**src/logic/nbp_pkg.sv**
```systemverilog
package nbp_pkg;
	// ****************************************
	// Address map of the port latches.
	// ****************************************
	// Address word is {bank[1:0], offset[6:0]}.
	localparam logic [1:0] BANK_0         = 2'h0;
	localparam logic [1:0] BANK_1         = 2'h1;
	localparam logic [1:0] BANK_2         = 2'h2;
	localparam logic [1:0] BANK_RF        = 2'h3;
	localparam logic [6:0] OFS_LATCH_70   = 7'h70;
	localparam logic [6:0] OFS_LATCH_71   = 7'h71;
	localparam logic [6:0] OFS_LATCH_72   = 7'h72;
	localparam logic [6:0] OFS_LATCH_73   = 7'h73;
	// ****************************************
	// Register file words.
	// ****************************************
	localparam logic [6:0] OFS_GROUP_DIR  = 7'h27;
	localparam logic [6:0] OFS_B_DIR      = 7'h36;
	localparam logic [6:0] OFS_A_DIR      = 7'h37;
	localparam logic [6:0] OFS_SYNTH_LO   = 7'h40;
	localparam logic [6:0] OFS_SYNTH_MID  = 7'h41;
	localparam logic [6:0] OFS_SYNTH_HI   = 7'h42;
	localparam logic [6:0] OFS_SYNTH_CTL  = 7'h43;
	localparam logic [6:0] OFS_DUTY_BASE  = 7'h44;
	localparam logic [6:0] OFS_DUTY_MODE  = 7'h4C;
	localparam logic [6:0] OFS_EDGE_CTL   = 7'h4D;
	localparam logic [6:0] OFS_IRQ_STAT   = 7'h4E;
	localparam logic [6:0] OFS_IRQ_MASK   = 7'h4F;
	localparam logic [6:0] OFS_ALT_CTL    = 7'h50;
	// ****************************************
	// Field positions and reset values.
	// ****************************************
	localparam int         ALT_SERIAL3    = 0;
	localparam int         ALT_SERIAL2    = 1;
	localparam int         ALT_LINECNT    = 2;
	localparam int         SYNTH_DAC_EN   = 0;
	localparam int         SYNTH_PORT_BIT = 1;
	localparam int         IRQ_REMOTE     = 0;
	localparam int         IRQ_LINECNT    = 1;
	localparam logic [3:0] RST_DIR        = 4'h0;
	localparam logic [3:0] RST_NIBBLE     = 4'h0;
	localparam logic [3:0] RST_OD_LATCH   = 4'hF;
	// ****************************************
	// Timing.
	// ****************************************
	localparam int         CLK_HZ         = 25000000;
	localparam int         DUTY_HZ        = 15625;
	localparam int         DUTY_STEPS     = 64;
	localparam int         DUTY_TICK_CYC  = CLK_HZ / (DUTY_HZ * DUTY_STEPS);
	localparam int         SYNTH_PWM_W    = 9;
	localparam int         SYNTH_RMP_W    = 5;
endpackage

```
**src/logic/nbp_sync.sv**
```systemverilog
`timescale 1ns/1ps
// ****************************************
// Three-stage pin synchroniser with agreement check.
// ****************************************
module nbp_sync #(
	parameter int W = 4
) (
	input  wire logic         clk,
	input  wire logic         clk_en,
	input  wire logic         sys_rst,
	input  wire logic [W-1:0] pin_in,
	output logic      [W-1:0] pin_sync
);
	typedef struct packed {
		logic [W-1:0] s1;
		logic [W-1:0] s2;
		logic [W-1:0] s3;
		logic [W-1:0] val;
	} nbp_sync_t;

	nbp_sync_t state_q;
	nbp_sync_t state_d;

	// The value only moves when stages two and three agree.
	always_comb begin
		state_d     = state_q;
		state_d.s1  = pin_in;
		state_d.s2  = state_q.s1;
		state_d.s3  = state_q.s2;
		for (int i = 0; i < W; i++) begin
			if (state_q.s2[i] == state_q.s3[i]) begin
				state_d.val[i] = state_q.s3[i];
			end
		end
	end

	always_ff @(posedge clk) begin
		if (sys_rst) begin
			state_q <= '0;
		end else if (clk_en) begin
			state_q <= state_d;
		end
	end

	assign pin_sync = state_q.val;
endmodule // nbp_sync

```
**src/logic/nbp_port.sv**
```systemverilog
`timescale 1ns/1ps
module nbp_port
	import nbp_pkg::*;
(
	input  wire logic       clk,
	input  wire logic       clk_en,
	input  wire logic       sys_rst,
	input  wire logic       ce_rst,
	input  wire logic [8:0] reg_addr,
	input  wire logic [3:0] reg_wdata,
	input  wire logic       reg_wr,
	input  wire logic       reg_rd,
	output logic      [3:0] reg_rdata,
	input  wire logic [3:0] bidir_nibble_a_in,
	output logic      [3:0] bidir_nibble_a_out,
	output logic      [3:0] bidir_nibble_a_oe,
	input  wire logic [3:0] bidir_nibble_b_in,
	output logic      [3:0] bidir_nibble_b_out,
	output logic      [3:0] bidir_nibble_b_oe,
	input  wire logic [3:0] analog_shared_nibble_in,
	output logic      [3:0] analog_shared_nibble_out,
	output logic      [3:0] analog_shared_nibble_oe,
	input  wire logic [3:0] input_nibble_d_in,
	output logic      [3:0] heavy_drive_output_nibble_oe,
	output logic      [3:0] opendrain_nibble_b_oe,
	output logic      [3:0] opendrain_nibble_c_oe,
	output logic      [3:0] pushpull_nibble_c_out,
	output logic            synth_dac_output_oe,
	output logic      [3:0] variable_duty_port_oe,
	input  wire logic       remote_event_input,
	input  wire logic       serial_data_out,
	input  wire logic       serial_clock_out,
	input  wire logic       serial_clock_oe,
	input  wire logic       twowire_data_low,
	input  wire logic       twowire_clock_low,
	output logic            serial_data_in,
	output logic            twowire_data_in,
	output logic            twowire_clock_in,
	output logic            line_count_input,
	output logic            irq
);
	// ****************************************
	// State.
	// ****************************************
	typedef struct packed {
		logic [3:0]                  a_lat;
		logic [3:0]                  b_lat;
		logic [3:0]                  pc_lat;
		logic [3:0]                  an_lat;
		logic [3:0]                  hv_lat;
		logic [3:0]                  odb_lat;
		logic [3:0]                  odc_lat;
		logic [3:0]                  a_dir;
		logic [3:0]                  b_dir;
		logic                        grp_dir;
		logic [2:0]                  alt;
		logic [SYNTH_PWM_W+SYNTH_RMP_W-1:0] synth_val;
		logic [1:0]                  synth_ctl;
		logic [3:0][5:0]             duty_val;
		logic [3:0]                  duty_mode;
		logic                        edge_sel;
		logic [1:0]                  irq_stat;
		logic [1:0]                  irq_mask;
		logic [7:0]                  tick_cnt;
		logic [5:0]                  phase;
		logic [SYNTH_PWM_W-1:0]      pwm_cnt;
		logic [SYNTH_RMP_W-1:0]      rmp_cnt;
		logic                        rem_prev;
		logic                        hs_prev;
		logic [3:0]                  rdata;
		logic [3:0]                  a_out;
		logic [3:0]                  a_oe;
		logic [3:0]                  b_out;
		logic [3:0]                  b_oe;
		logic [3:0]                  an_oe;
		logic [3:0]                  hv_oe;
		logic [3:0]                  odb_oe;
		logic [3:0]                  odc_oe;
		logic                        synth_oe;
		logic [3:0]                  duty_oe;
		logic                        sdi;
		logic                        tw_d;
		logic                        tw_c;
		logic                        hsc;
		logic                        irq;
	} nbp_port_t;

	nbp_port_t  state_q;
	nbp_port_t  state_d;
	logic [3:0] a_s;
	logic [3:0] b_s;
	logic [3:0] an_s;
	logic [3:0] d_s;
	logic [3:0] rem_s;

	nbp_sync #(.W(16)) u_sync (
		.clk      (clk),
		.clk_en   (clk_en),
		.sys_rst  (sys_rst),
		.pin_in   ({bidir_nibble_a_in, bidir_nibble_b_in,
			    analog_shared_nibble_in, input_nibble_d_in}),
		.pin_sync ({a_s, b_s, an_s, d_s})
	);
	nbp_sync #(.W(4)) u_sync_rem (
		.clk      (clk),
		.clk_en   (clk_en),
		.sys_rst  (sys_rst),
		.pin_in   ({3'h0, remote_event_input}),
		.pin_sync (rem_s)
	);

	localparam logic [7:0] TICK_LAST = 8'(DUTY_TICK_CYC - 1);

	// ****************************************
	// Next-state logic.
	// ****************************************
	always_comb begin
		logic [6:0]  ofs;
		logic [1:0]  bank;
		logic        rmp_add;
		logic        pwm_hi;
		logic        rem_edge;
		logic        hs_edge;
		logic [1:0]  ev;
		ofs      = reg_addr[6:0];
		bank     = reg_addr[8:7];
		rmp_add  = 1'b0;
		pwm_hi   = 1'b0;
		rem_edge = 1'b0;
		hs_edge  = 1'b0;
		ev       = 2'h0;
		state_d  = state_q;
		// Writes.
		if (reg_wr) begin
			if (bank == BANK_1 && ofs == OFS_LATCH_70) begin
				state_d.hv_lat = reg_wdata;
			end else if (bank == BANK_0 && ofs == OFS_LATCH_71) begin
				state_d.b_lat = reg_wdata;
			end else if (bank == BANK_0 && ofs == OFS_LATCH_70) begin
				state_d.a_lat = reg_wdata;
			end else if (bank == BANK_2 && ofs == OFS_LATCH_71) begin
				state_d.odb_lat = reg_wdata;
			end else if (bank == BANK_2 && ofs == OFS_LATCH_72) begin
				state_d.odc_lat = reg_wdata;
			end else if (bank == BANK_0 && ofs == OFS_LATCH_72) begin
				state_d.pc_lat = reg_wdata;
			end else if (bank == BANK_1 && ofs == OFS_LATCH_72) begin
				state_d.an_lat = reg_wdata;
			end else if (bank == BANK_RF && ofs == OFS_B_DIR) begin
				state_d.b_dir = reg_wdata;
			end else if (bank == BANK_RF && ofs == OFS_A_DIR) begin
				state_d.a_dir = reg_wdata;
			end else if (bank == BANK_RF && ofs == OFS_GROUP_DIR) begin
				state_d.grp_dir = reg_wdata[0];
			end else if (bank == BANK_RF && ofs == OFS_SYNTH_LO) begin
				state_d.synth_val[3:0] = reg_wdata;
			end else if (bank == BANK_RF && ofs == OFS_SYNTH_MID) begin
				state_d.synth_val[7:4] = reg_wdata;
			end else if (bank == BANK_RF && ofs == OFS_SYNTH_HI) begin
				state_d.synth_val[13:12] = reg_wdata[1:0];
			end else if (bank == BANK_RF && ofs == OFS_SYNTH_CTL) begin
				state_d.synth_ctl = reg_wdata[1:0];
			end else if (bank == BANK_RF && ofs >= OFS_DUTY_BASE
				     && ofs < OFS_DUTY_MODE) begin
				// Two words per duty channel, low nibble first.
				if (ofs[0]) begin
					state_d.duty_val[ofs[2:1] - OFS_DUTY_BASE[2:1]][5:4] = reg_wdata[1:0];
				end else begin
					state_d.duty_val[ofs[2:1] - OFS_DUTY_BASE[2:1]][3:0] = reg_wdata;
				end
			end else if (bank == BANK_RF && ofs == OFS_DUTY_MODE) begin
				state_d.duty_mode = reg_wdata;
			end else if (bank == BANK_RF && ofs == OFS_EDGE_CTL) begin
				state_d.edge_sel = reg_wdata[0];
			end else if (bank == BANK_RF && ofs == OFS_IRQ_MASK) begin
				state_d.irq_mask = reg_wdata[1:0];
			end else if (bank == BANK_RF && ofs == OFS_ALT_CTL) begin
				state_d.alt = reg_wdata[2:0];
			end
		end
		// Reads.
		state_d.rdata = 4'h0;
		if (reg_rd) begin
			if (bank == BANK_1 && ofs == OFS_LATCH_70) begin
				state_d.rdata = state_q.hv_lat;
			end else if (bank == BANK_0 && ofs == OFS_LATCH_71) begin
				state_d.rdata = (b_s & ~state_q.b_dir) | (state_q.b_lat & state_q.b_dir);
			end else if (bank == BANK_0 && ofs == OFS_LATCH_70) begin
				state_d.rdata = (a_s & ~state_q.a_dir) | (state_q.a_lat & state_q.a_dir);
			end else if (bank == BANK_2 && ofs == OFS_LATCH_71) begin
				state_d.rdata = state_q.odb_lat;
			end else if (bank == BANK_2 && ofs == OFS_LATCH_72) begin
				state_d.rdata = state_q.odc_lat;
			end else if (bank == BANK_0 && ofs == OFS_LATCH_72) begin
				state_d.rdata = state_q.pc_lat;
			end else if (bank == BANK_1 && ofs == OFS_LATCH_72) begin
				state_d.rdata = state_q.grp_dir ? state_q.an_lat : an_s;
			end else if (bank == BANK_0 && ofs == OFS_LATCH_73) begin
				state_d.rdata = d_s;
			end else if (bank == BANK_RF && ofs == OFS_B_DIR) begin
				state_d.rdata = state_q.b_dir;
			end else if (bank == BANK_RF && ofs == OFS_A_DIR) begin
				state_d.rdata = state_q.a_dir;
			end else if (bank == BANK_RF && ofs == OFS_GROUP_DIR) begin
				state_d.rdata = {3'h0, state_q.grp_dir};
			end else if (bank == BANK_RF && ofs == OFS_SYNTH_CTL) begin
				state_d.rdata = {2'h0, state_q.synth_ctl};
			end else if (bank == BANK_RF && ofs == OFS_DUTY_MODE) begin
				state_d.rdata = state_q.duty_mode;
			end else if (bank == BANK_RF && ofs == OFS_EDGE_CTL) begin
				state_d.rdata = {3'h0, state_q.edge_sel};
			end else if (bank == BANK_RF && ofs == OFS_IRQ_STAT) begin
				state_d.rdata = {2'h0, state_q.irq_stat};
			end else if (bank == BANK_RF && ofs == OFS_IRQ_MASK) begin
				state_d.rdata = {2'h0, state_q.irq_mask};
			end else if (bank == BANK_RF && ofs == OFS_ALT_CTL) begin
				state_d.rdata = {1'h0, state_q.alt};
			end
		end
		// Duty pulse timebase: 64 ticks make one 15.625 kHz period.
		if (state_q.tick_cnt == TICK_LAST) begin
			state_d.tick_cnt = 8'h0;
			state_d.phase    = state_q.phase + 6'h1;
		end else begin
			state_d.tick_cnt = state_q.tick_cnt + 8'h1;
		end
		// Synth DAC: a 9-bit PWM frame, stretched one count by the rate multiplier.
		state_d.pwm_cnt = state_q.pwm_cnt + 9'h1;
		if (state_q.pwm_cnt == '1) begin
			state_d.rmp_cnt = state_q.rmp_cnt + 5'h1;
		end
		rmp_add = 1'b0;
		for (int k = 0; k < SYNTH_RMP_W; k++) begin
			if (state_q.synth_val[SYNTH_RMP_W-1-k] && state_q.rmp_cnt[k]
			    && (state_q.rmp_cnt & ((5'h1 << k) - 5'h1)) == 5'h0) begin
				rmp_add = 1'b1;
			end
		end
		pwm_hi = ({1'b0, state_q.pwm_cnt} < ({1'b0, state_q.synth_val[13:5]}
			 + {9'h0, rmp_add}));
		if (state_q.synth_ctl[SYNTH_DAC_EN]) begin
			state_d.synth_oe = ~pwm_hi;
		end else begin
			state_d.synth_oe = ~state_q.synth_ctl[SYNTH_PORT_BIT];
		end
		for (int c = 0; c < 4; c++) begin
			if (state_q.duty_mode[c]) begin
				state_d.duty_oe[c] = ~(state_q.phase < state_q.duty_val[c]);
			end else begin
				state_d.duty_oe[c] = ~state_q.duty_val[c][0];
			end
		end
		// Pins: a direction bit of one drives the latch value.
		state_d.a_out = state_q.a_lat;
		state_d.a_oe  = state_q.a_dir;
		if (state_q.alt[ALT_SERIAL3]) begin
			state_d.a_out[3] = serial_data_out;
			state_d.a_oe[3]  = 1'b1;
			state_d.a_out[2] = serial_clock_out;
			state_d.a_oe[2]  = serial_clock_oe;
		end
		if (state_q.alt[ALT_SERIAL2]) begin
			state_d.a_out[1:0] = 2'h0;
			state_d.a_oe[1:0]  = {twowire_clock_low, twowire_data_low};
		end
		state_d.b_out = state_q.b_lat;
		state_d.b_oe  = state_q.b_dir;
		if (state_q.alt[ALT_LINECNT]) begin
			state_d.b_oe[3] = 1'b0;
		end
		state_d.an_oe  = {4{state_q.grp_dir}};
		state_d.hv_oe  = ~state_q.hv_lat;
		state_d.odb_oe = ~state_q.odb_lat;
		state_d.odc_oe = ~state_q.odc_lat;
		state_d.sdi    = b_s[0];
		state_d.hsc    = b_s[3] & state_q.alt[ALT_LINECNT];
		state_d.tw_d   = a_s[0];
		state_d.tw_c   = a_s[1];
		// Events.
		state_d.rem_prev = rem_s[0];
		state_d.hs_prev  = state_d.hsc;
		rem_edge = state_q.edge_sel ? (state_q.rem_prev & ~rem_s[0])
				: (~state_q.rem_prev & rem_s[0]);
		hs_edge  = state_d.hsc & ~state_q.hs_prev;
		ev       = {hs_edge, rem_edge};
		if (reg_wr && bank == BANK_RF && ofs == OFS_IRQ_STAT) begin
			state_d.irq_stat = state_q.irq_stat & ~reg_wdata[1:0];
		end
		state_d.irq_stat = state_d.irq_stat | ev;
		state_d.irq      = |(state_d.irq_stat & state_d.irq_mask);
		// Chip-enable reset acts like power-on for directions and the edge flag.
		if (ce_rst) begin
			state_d.edge_sel = 1'b0;
			state_d.b_dir    = RST_DIR;
			state_d.b_oe     = RST_DIR;
			state_d.a_dir    = RST_DIR;
			state_d.a_oe     = RST_DIR;
			state_d.grp_dir  = 1'b0;
			state_d.an_oe    = RST_DIR;
		end
	end

	always_ff @(posedge clk) begin
		if (sys_rst) begin
			state_q           <= '0;
			state_q.hv_lat    <= RST_OD_LATCH;
			state_q.odb_lat   <= RST_OD_LATCH;
			state_q.odc_lat   <= RST_OD_LATCH;
			state_q.pc_lat    <= RST_NIBBLE;
			state_q.synth_oe  <= 1'b1;
			state_q.duty_oe   <= 4'hF;
			state_q.duty_val  <= '1;
		end else if (clk_en) begin
			state_q <= state_d;
		end else begin
			state_q.synth_oe <= 1'b1;
		end
	end

	// ****************************************
	// Outputs.
	// ****************************************
	assign reg_rdata                    = state_q.rdata;
	assign bidir_nibble_a_out           = state_q.a_out;
	assign bidir_nibble_a_oe            = state_q.a_oe;
	assign bidir_nibble_b_out           = state_q.b_out;
	assign bidir_nibble_b_oe            = state_q.b_oe;
	assign analog_shared_nibble_out     = state_q.an_lat;
	assign analog_shared_nibble_oe      = state_q.an_oe;
	assign heavy_drive_output_nibble_oe = state_q.hv_oe;
	assign opendrain_nibble_b_oe        = state_q.odb_oe;
	assign opendrain_nibble_c_oe        = state_q.odc_oe;
	assign pushpull_nibble_c_out        = state_q.pc_lat;
	assign synth_dac_output_oe          = state_q.synth_oe;
	assign variable_duty_port_oe        = state_q.duty_oe;
	assign serial_data_in               = state_q.sdi;
	assign twowire_data_in              = state_q.tw_d;
	assign twowire_clock_in             = state_q.tw_c;
	assign line_count_input             = state_q.hsc;
	assign irq                          = state_q.irq;
endmodule // nbp_port

```
**config.mk**
```make
export PLATFORM = sky130hd
export DESIGN_NAME = nbp_port
export DESIGN_NICKNAME = d
export VERILOG_FILES = /design/src/logic/nbp_pkg.sv /design/src/logic/nbp_sync.sv /design/src/logic/nbp_port.sv
export SDC_FILE = /design/constraint.sdc
export NUM_CORES = 1
export LEC_CHECK = 0
export BUFFER_PORTS_ARGS = -buffer_cell sky130_fd_sc_hd__buf_4
export CELL_PAD_IN_SITES_DETAIL_PLACEMENT = 0
export CELL_PAD_IN_SITES_GLOBAL_PLACEMENT = 1
export CORE_ASPECT_RATIO = 0.6
export CORE_MARGIN = 4
export CORE_UTILIZATION = 49
export DETAILED_ROUTE_END_ITERATION = 8
export PLACE_DENSITY = 0.82
export SLEW_MARGIN = 10
export SYNTH_ARGS = -nofsm -noshare
export SYNTH_HDL_FRONTEND = slang
export SYNTH_SLANG_ARGS = --single-unit
```
**constraint.sdc**
```tcl
create_clock -name clk -period 3.95 [get_ports clk]
set_clock_uncertainty 0.05 [all_clocks]
set_input_delay 0.1975 -clock clk [delete_from_list [all_inputs] [get_ports clk]]
set_output_delay 0.1975 -clock clk [all_outputs]
set_load 0.01 [all_outputs]
```
# After elaboration in Yosys (flattened, before gate mapping)
# Index checks and enable logic that the tools add are counted.
[word_totals] ff_bits=228 output_inout_bits=54 wordCells=380
[classes] muxes=110 order_cmp=9 n_reduce_logical=83 n_addsub=6 n_bitwise=51 eq_ne=54
[ops] operator="2-to-1 mux 14 bit" n=8
[ops] operator="== test 7 bit, second input constant" n=13
[ops] operator="2-to-1 mux 4 bit" n=20
[ops] operator="2-to-1 mux 2 bit" n=25
[ops] operator="bitwise mux 24 bit" n=2
[ops] operator="AND reduction 2 bit" n=19
[ops] operator="logical AND 1 bit" n=34
[ops] operator="2-to-1 mux 3 bit" n=11
[ops] operator="2-to-1 mux 1 bit" n=32
[ops] operator="!= test 2 bit, second input constant" n=16
[ops] operator="inverter 1 bit" n=32
[ops] operator="demux 6 bit (select 2 bit)" n=2
[ops] operator="< comparator 6 bit" n=4
[ops] operator="2-to-1 mux 24 bit" n=1
[ops] operator="== test 7 x 6 -> 1 bit, second input constant" n=3
[ops] operator="AND reduction 21 bit" n=1
[ops] operator="logical NOT 5 bit" n=4
[ops] operator="inverter 4 bit" n=5
[ops] operator="AND reduction 19 bit" n=1
[ops] operator="2-to-1 mux 6 bit" n=3
[ops] operator="AND reduction 18 bit" n=1
[ops] operator="== test 1 bit" n=17
[ops] operator="AND reduction 17 bit" n=1
[ops] operator="AND 4 bit" n=4
[ops] operator="40 further kinds" n=54

# Longest topological paths before layout
[depth] depth_word=23 depth_mapped=14 depth_no_buf=14

# Cells and area by module
# A second synthesis with hierarchy kept.
[unflattened] cells_unflattened=1354 area_unflattened_um2=12119.1
[by_module_without_submodules] module="nbp_port" area_per_inst_um2=8543.2 n_inst=1 cells_each=1012
[by_module_without_submodules] module="nbp_sync at u_sync" area_per_inst_um2=2845.2 n_inst=1 cells_each=274
[by_module_without_submodules] module="nbp_sync at u_sync_rem" area_per_inst_um2=730.7 n_inst=1 cells_each=68

# Worst setup path after synthesis
# Ideal clock, no wire load.
[synth_timing] path_kind="register -> register" from="reg state_q[48] in the netlist's numbering" to="reg state_q, in the netlist synth_dac_output_oe" required_time_ns=3.773 path_slack_ns=1.468 stages_incl_launch_ff=13 arrival_ns=2.305 n_path_buf=0 period_less_slack_ns=2.482 cell_sequence="dfxtp_1 > inv_1 > ha_1 > a221o_1 > ha_1 > ha_1 > inv_1 > ha_1 > a21oi_1 > nor2b_1 > o21ai_0 > a31oi_1 > or3_1"
[synth_between] elab_chain_cells=10 word_cells_on_any_way=18
[synth_lines] item="start, declared" line="nbp_port.sv:88" rtl="nbp_port_t state_q;"
[synth_lines] item="start signal, assigned" line="nbp_port.sv:314" rtl="state_q <= state_d;"
[synth_lines] item="logical NOT 5 bit / logical AND 1 bit (equally long branches)" line="nbp_port.sv:235, nbp_port.sv:234"
[synth_lines] item="logical AND 1 bit / 2-to-1 mux 1 bit (equally long branches)" line="nbp_port.sv:235, nbp_port.sv:234"
[synth_lines] item="2-to-1 mux 1 bit (3 in series)" line="nbp_port.sv:234" rtl="if (state_q.synth_val[SYNTH_RMP_W-1-k] && state_q.rmp_cnt[k]"
[synth_lines] item="2-to-1 mux 1 bit *" line="nbp_port.sv:234"
[synth_lines] item="adder 9 x 1 -> 10 bit *" line="nbp_port.sv:240" rtl="+ {9'h0, rmp_add}));"
[synth_lines] item="< comparator 9 x 10 -> 1 bit *" line="nbp_port.sv:239" rtl="pwm_hi = ({1'b0, state_q.pwm_cnt} < ({1'b0, state_q.synth_val[13:5]}"
[synth_lines] item="inverter 1 bit *" line="nbp_port.sv:242" rtl="state_d.synth_oe = ~pwm_hi;"
[synth_lines] item="2-to-1 mux 1 bit *" line="nbp_port.sv:241" rtl="if (state_q.synth_ctl[SYNTH_DAC_EN]) begin"
# Every way passes the cells marked *; elsewhere a longest branch is shown, timed or not.
# A chain may end at the register's enable or synchronous reset.

# Final worst setup path
[layout_timing] from="reg state_q[51] in the netlist's numbering" to="reg state_q, in the netlist synth_dac_output_oe"
[layout_between] elab_chain_cells=8 word_cells_on_any_way=10
[layout_lines] item="logical AND 1 bit" line="nbp_port.sv:234"
[layout_lines] item="logical AND 1 bit" line="nbp_port.sv:235" rtl="&& (state_q.rmp_cnt & ((5'h1 << k) - 5'h1)) == 5'h0) begin"
[layout_lines] item="2-to-1 mux 1 bit" line="nbp_port.sv:234"
[layout_lines] item="2-to-1 mux 1 bit *" line="nbp_port.sv:234"
[layout_lines] item="adder 9 x 1 -> 10 bit *" line="nbp_port.sv:240"
[layout_lines] item="< comparator 9 x 10 -> 1 bit *" line="nbp_port.sv:239"
[layout_lines] item="inverter 1 bit *" line="nbp_port.sv:242"
[layout_lines] item="2-to-1 mux 1 bit *" line="nbp_port.sv:241"
# Marked as above.

==> impl_metrics.ini <==
[timing]
hold_viol = 0
fmax_ghz = 0.3753
worst_slack_ps = 1286
post-route-period-util = 0.6746
tns_ps = 0
finalSetupViolations = 0
finalCriticalPeriod_ps = 2665
worst_pin_slew_ps = 907.4
max-slew-margin-rel = 0.3928
rsz0062_at_grt = false
slew_viol_final = 0

[power_and_ir_drop]
power_density_nw_per_um2 = 389.3
power_mw = 4.705
p_leak_nw = 5.304
ir_drop_mv = 0.2961

[floorplanning]
die-height_um = 122.7
std_cell_rows = 41
start_util = 0.5047
core_um2 = 21290
num_io_pins = 95
die_width_um = 199.2
dieArea_um2 = 24440

[place]
dp.cells = 1478
place_congestion = 0.9635
io_buffers = 94
place_ws_ps = 1287
post-dp-hpwl_mm = 19.80

[worst_setup_path]
r2r_slack_ps = 1290
rr_startpoint = state_q[51]
critPathMaxFanout = 4
worstPathArrival_ps = 3000
start_kind = flop
crit_required_ps = 4280
end_kind = flop
r2r_end = synth_dac_output_oe
worstSetupPathType = flop to flop
worstRegToRegCells = 13

[yosys]
ys_types = 68
netlist_area_um2 = 10740
yosys_warnings = 0
ys.flop_type = dfxtp_1
syn_avg_cell_area_um2 = 8.807
synth-seq-cells = 225
syn_nets = 1295
synth_edf_count = 0
ys_seq_area_frac = 0.4192
synthCells = 1220
synthArstFlopShare = 0

[drt]
wire_per_inst_um = 18.59
drt_iter0_markers = 909
routed_wl_mm = 28.49
vias_per_cell = 5.654
postRouteAntennaNets = 0
vias = 8667
route.detailed.drc = 0
firstDrtPassIters = 5

[worst_hold_path]
min_delay_path_depth = 3
holdCritStartpoint = serial_clock_out
min_to = bidir_nibble_a_out[2]
hp-class = primary input to flop

[cts]
max-clock-path-buffers = 3
numCtsBuffers = 22
cts_root_buf = clkbuf_16
cts.sinks = 225
tritoncts = built
cts_htree_levels = 1
worstSkewPairLatency_ps = 500
cts_resized = 0
clkTransAtPathRegs_ps = 60

[finish]
final_util = 0.5677
final_cell_mix = dfxtp_1, nor2_1, mux2i_1, nand2_1, buf_4
nNetsFinal = 1319
instances_no_fill = 1533
multi_input_area_um2 = 5408
synthToLayoutAreaGrowth_pct = 12.48
final_common_cell = dfxtp_1
layout-drive-gt1-share = 0.1260
ff_latch_area_um2 = 4504
antenna_cells = 0
fillerInstances = 1946

[grt]
grt_start_max_net_pins = 167
grt_usage = 0.2292
grt_pass1_wl_mm = 44.53
overflow = 0
antenna_found_initial = 0
grt_pass1_vias = 7851

[run]
drv_cap = 0

[run_status]
status = completed
## timing repair
item / 4_1_cts / 5_1_grt
hold buffers: 21 / 0
hold endpoints to repair: 21 / 0
setup endpoints to repair: 0 / 0
setup buffers: 0 / 0
## metal layers
metal	global-route usage	up-vias	part of all wire	wire length, um
met5	0	-	0	0
met4	0.03373	0	0.012	350
met3	0.06200	30	0.094	2676
met2	0.3092	292	0.39	11030
met1	0.3654	4085	0.51	14440
li1	-	4260	-	-
## final cells by class
type | count | area share
Clock buffer | 31 | 0.05342
Inverter | 41 | 0.01273
Tap cell | 279 | 0.02889
Timing Repair Buffer | 122 | 0.08148
Multi-Input combinational cell | 832 | 0.4475
Sequential cell | 225 | 0.3727
Clock inverter | 3 | 0.003313
## report_power, final
group / total, mW / internal, mW / switching, mW
Clock: 2.05 / 1.19 / 0.856
Sequential: 2.33 / 2.30 / 0.0249
Combinational: 0.329 / 0.124 / 0.205
Total: 4.71 / 3.62 / 1.09
## cell families after synthesis
group                    Yosys count  synth area share
AO/OA/AOI/OAI                    235            0.1431
XOR/XNOR                          23           0.01875
adder cells (fa/ha/maj)           34           0.03959
buffers and inverters            163           0.07744
flip-flops                       225            0.4192
multiplexers                     129            0.1217
AND/OR/NAND/NOR                  411            0.1802
## synthesized netlist by cell type, types with 3 or more instances
| library cell | number | area (um2) |
|---|---|---|
| a211oi_1 | 18 | 135.1 |
| a21o_1 | 28 | 210.2 |
| a21oi_1 | 62 | 310.3 |
| a221o_1 | 5 | 50.05 |
| a22o_1 | 7 | 61.31 |
| a22oi_1 | 10 | 75.07 |
| a31oi_1 | 3 | 18.77 |
| and2_1 | 5 | 31.28 |
| and3_1 | 10 | 62.56 |
| and4b_1 | 3 | 30.03 |
| buf_1 | 9 | 33.78 |
| buf_2 | 8 | 40.04 |
| buf_4 | 52 | 390.4 |
| clkbuf_1 | 51 | 191.4 |
| dfxtp_1 | 225 | 4504 |
| ha_1 | 34 | 425.4 |
| inv_1 | 40 | 150.1 |
| mux2_2 | 13 | 146.4 |
| mux2i_1 | 116 | 1161 |
| nand2_1 | 109 | 409.1 |
| nand2b_1 | 9 | 56.30 |
| nand3_1 | 30 | 150.1 |
| nand3b_1 | 4 | 30.03 |
| nand4_1 | 18 | 112.6 |
| nand4b_1 | 4 | 35.03 |
| nor2_1 | 172 | 645.6 |
| nor2b_1 | 4 | 25.02 |
| nor3_1 | 11 | 55.05 |
| nor3_2 | 3 | 30.03 |
| nor4_1 | 4 | 25.02 |
| nor4_4 | 3 | 63.81 |
| o211ai_1 | 21 | 157.7 |
| o21a_1 | 3 | 22.52 |
| o21ai_0 | 53 | 265.3 |
| o221ai_1 | 4 | 35.03 |
| o22ai_1 | 3 | 18.77 |
| or3_1 | 8 | 50.05 |
| xnor2_1 | 8 | 70.07 |
| xor2_1 | 15 | 131.4 |
## flip-flops by register name, indices dropped and copies added (netlist names), 16 cells and up
| register | count |
|---|---|
| state_q | 102 |
| u_sync.pin_sync | 16 |
| u_sync.state_d | 32 |
| u_sync.state_q | 16 |
## metrics by stage
stage	instance area [um2]	hold slack, ps
3_3_place_gp	11190	383.4
3_5_place_dp	11190	391.3
2_1_floorplan	10740	291.4
6_report	12090	21.61
4_1_cts	12090	4.966
5_1_grt	12090	53.52
## worst max-delay path by stage
stage / from / end / slack, ps / cells past startpoint
after floorplan: state_q[48] / synth_dac_output_oe / 1470 / 12
after global placement: state_q[51] / synth_dac_output_oe / 1320 / 13
after detailed placement: state_q[51] / synth_dac_output_oe / 1290 / 13
after CTS: state_q[51] / synth_dac_output_oe / 1260 / 13
after global routing: state_q[51] / synth_dac_output_oe / 1000 / 13
final: state_q[51] / synth_dac_output_oe / 1290 / 13
## critical path, stage by stage, from the launching register on
cell and delay [ps]:
dfxtp_1 390, nor2_1 60, a21oi_1 130, o21ai_0 100, a221o_1 330, ha_1 200
ha_1 280, inv_1 40, ha_1 260, a21oi_1 120, nor2b_1 50, o21ai_0 130
a31oi_1 90, or3_1 310
(Power assumes the default switching activity.)
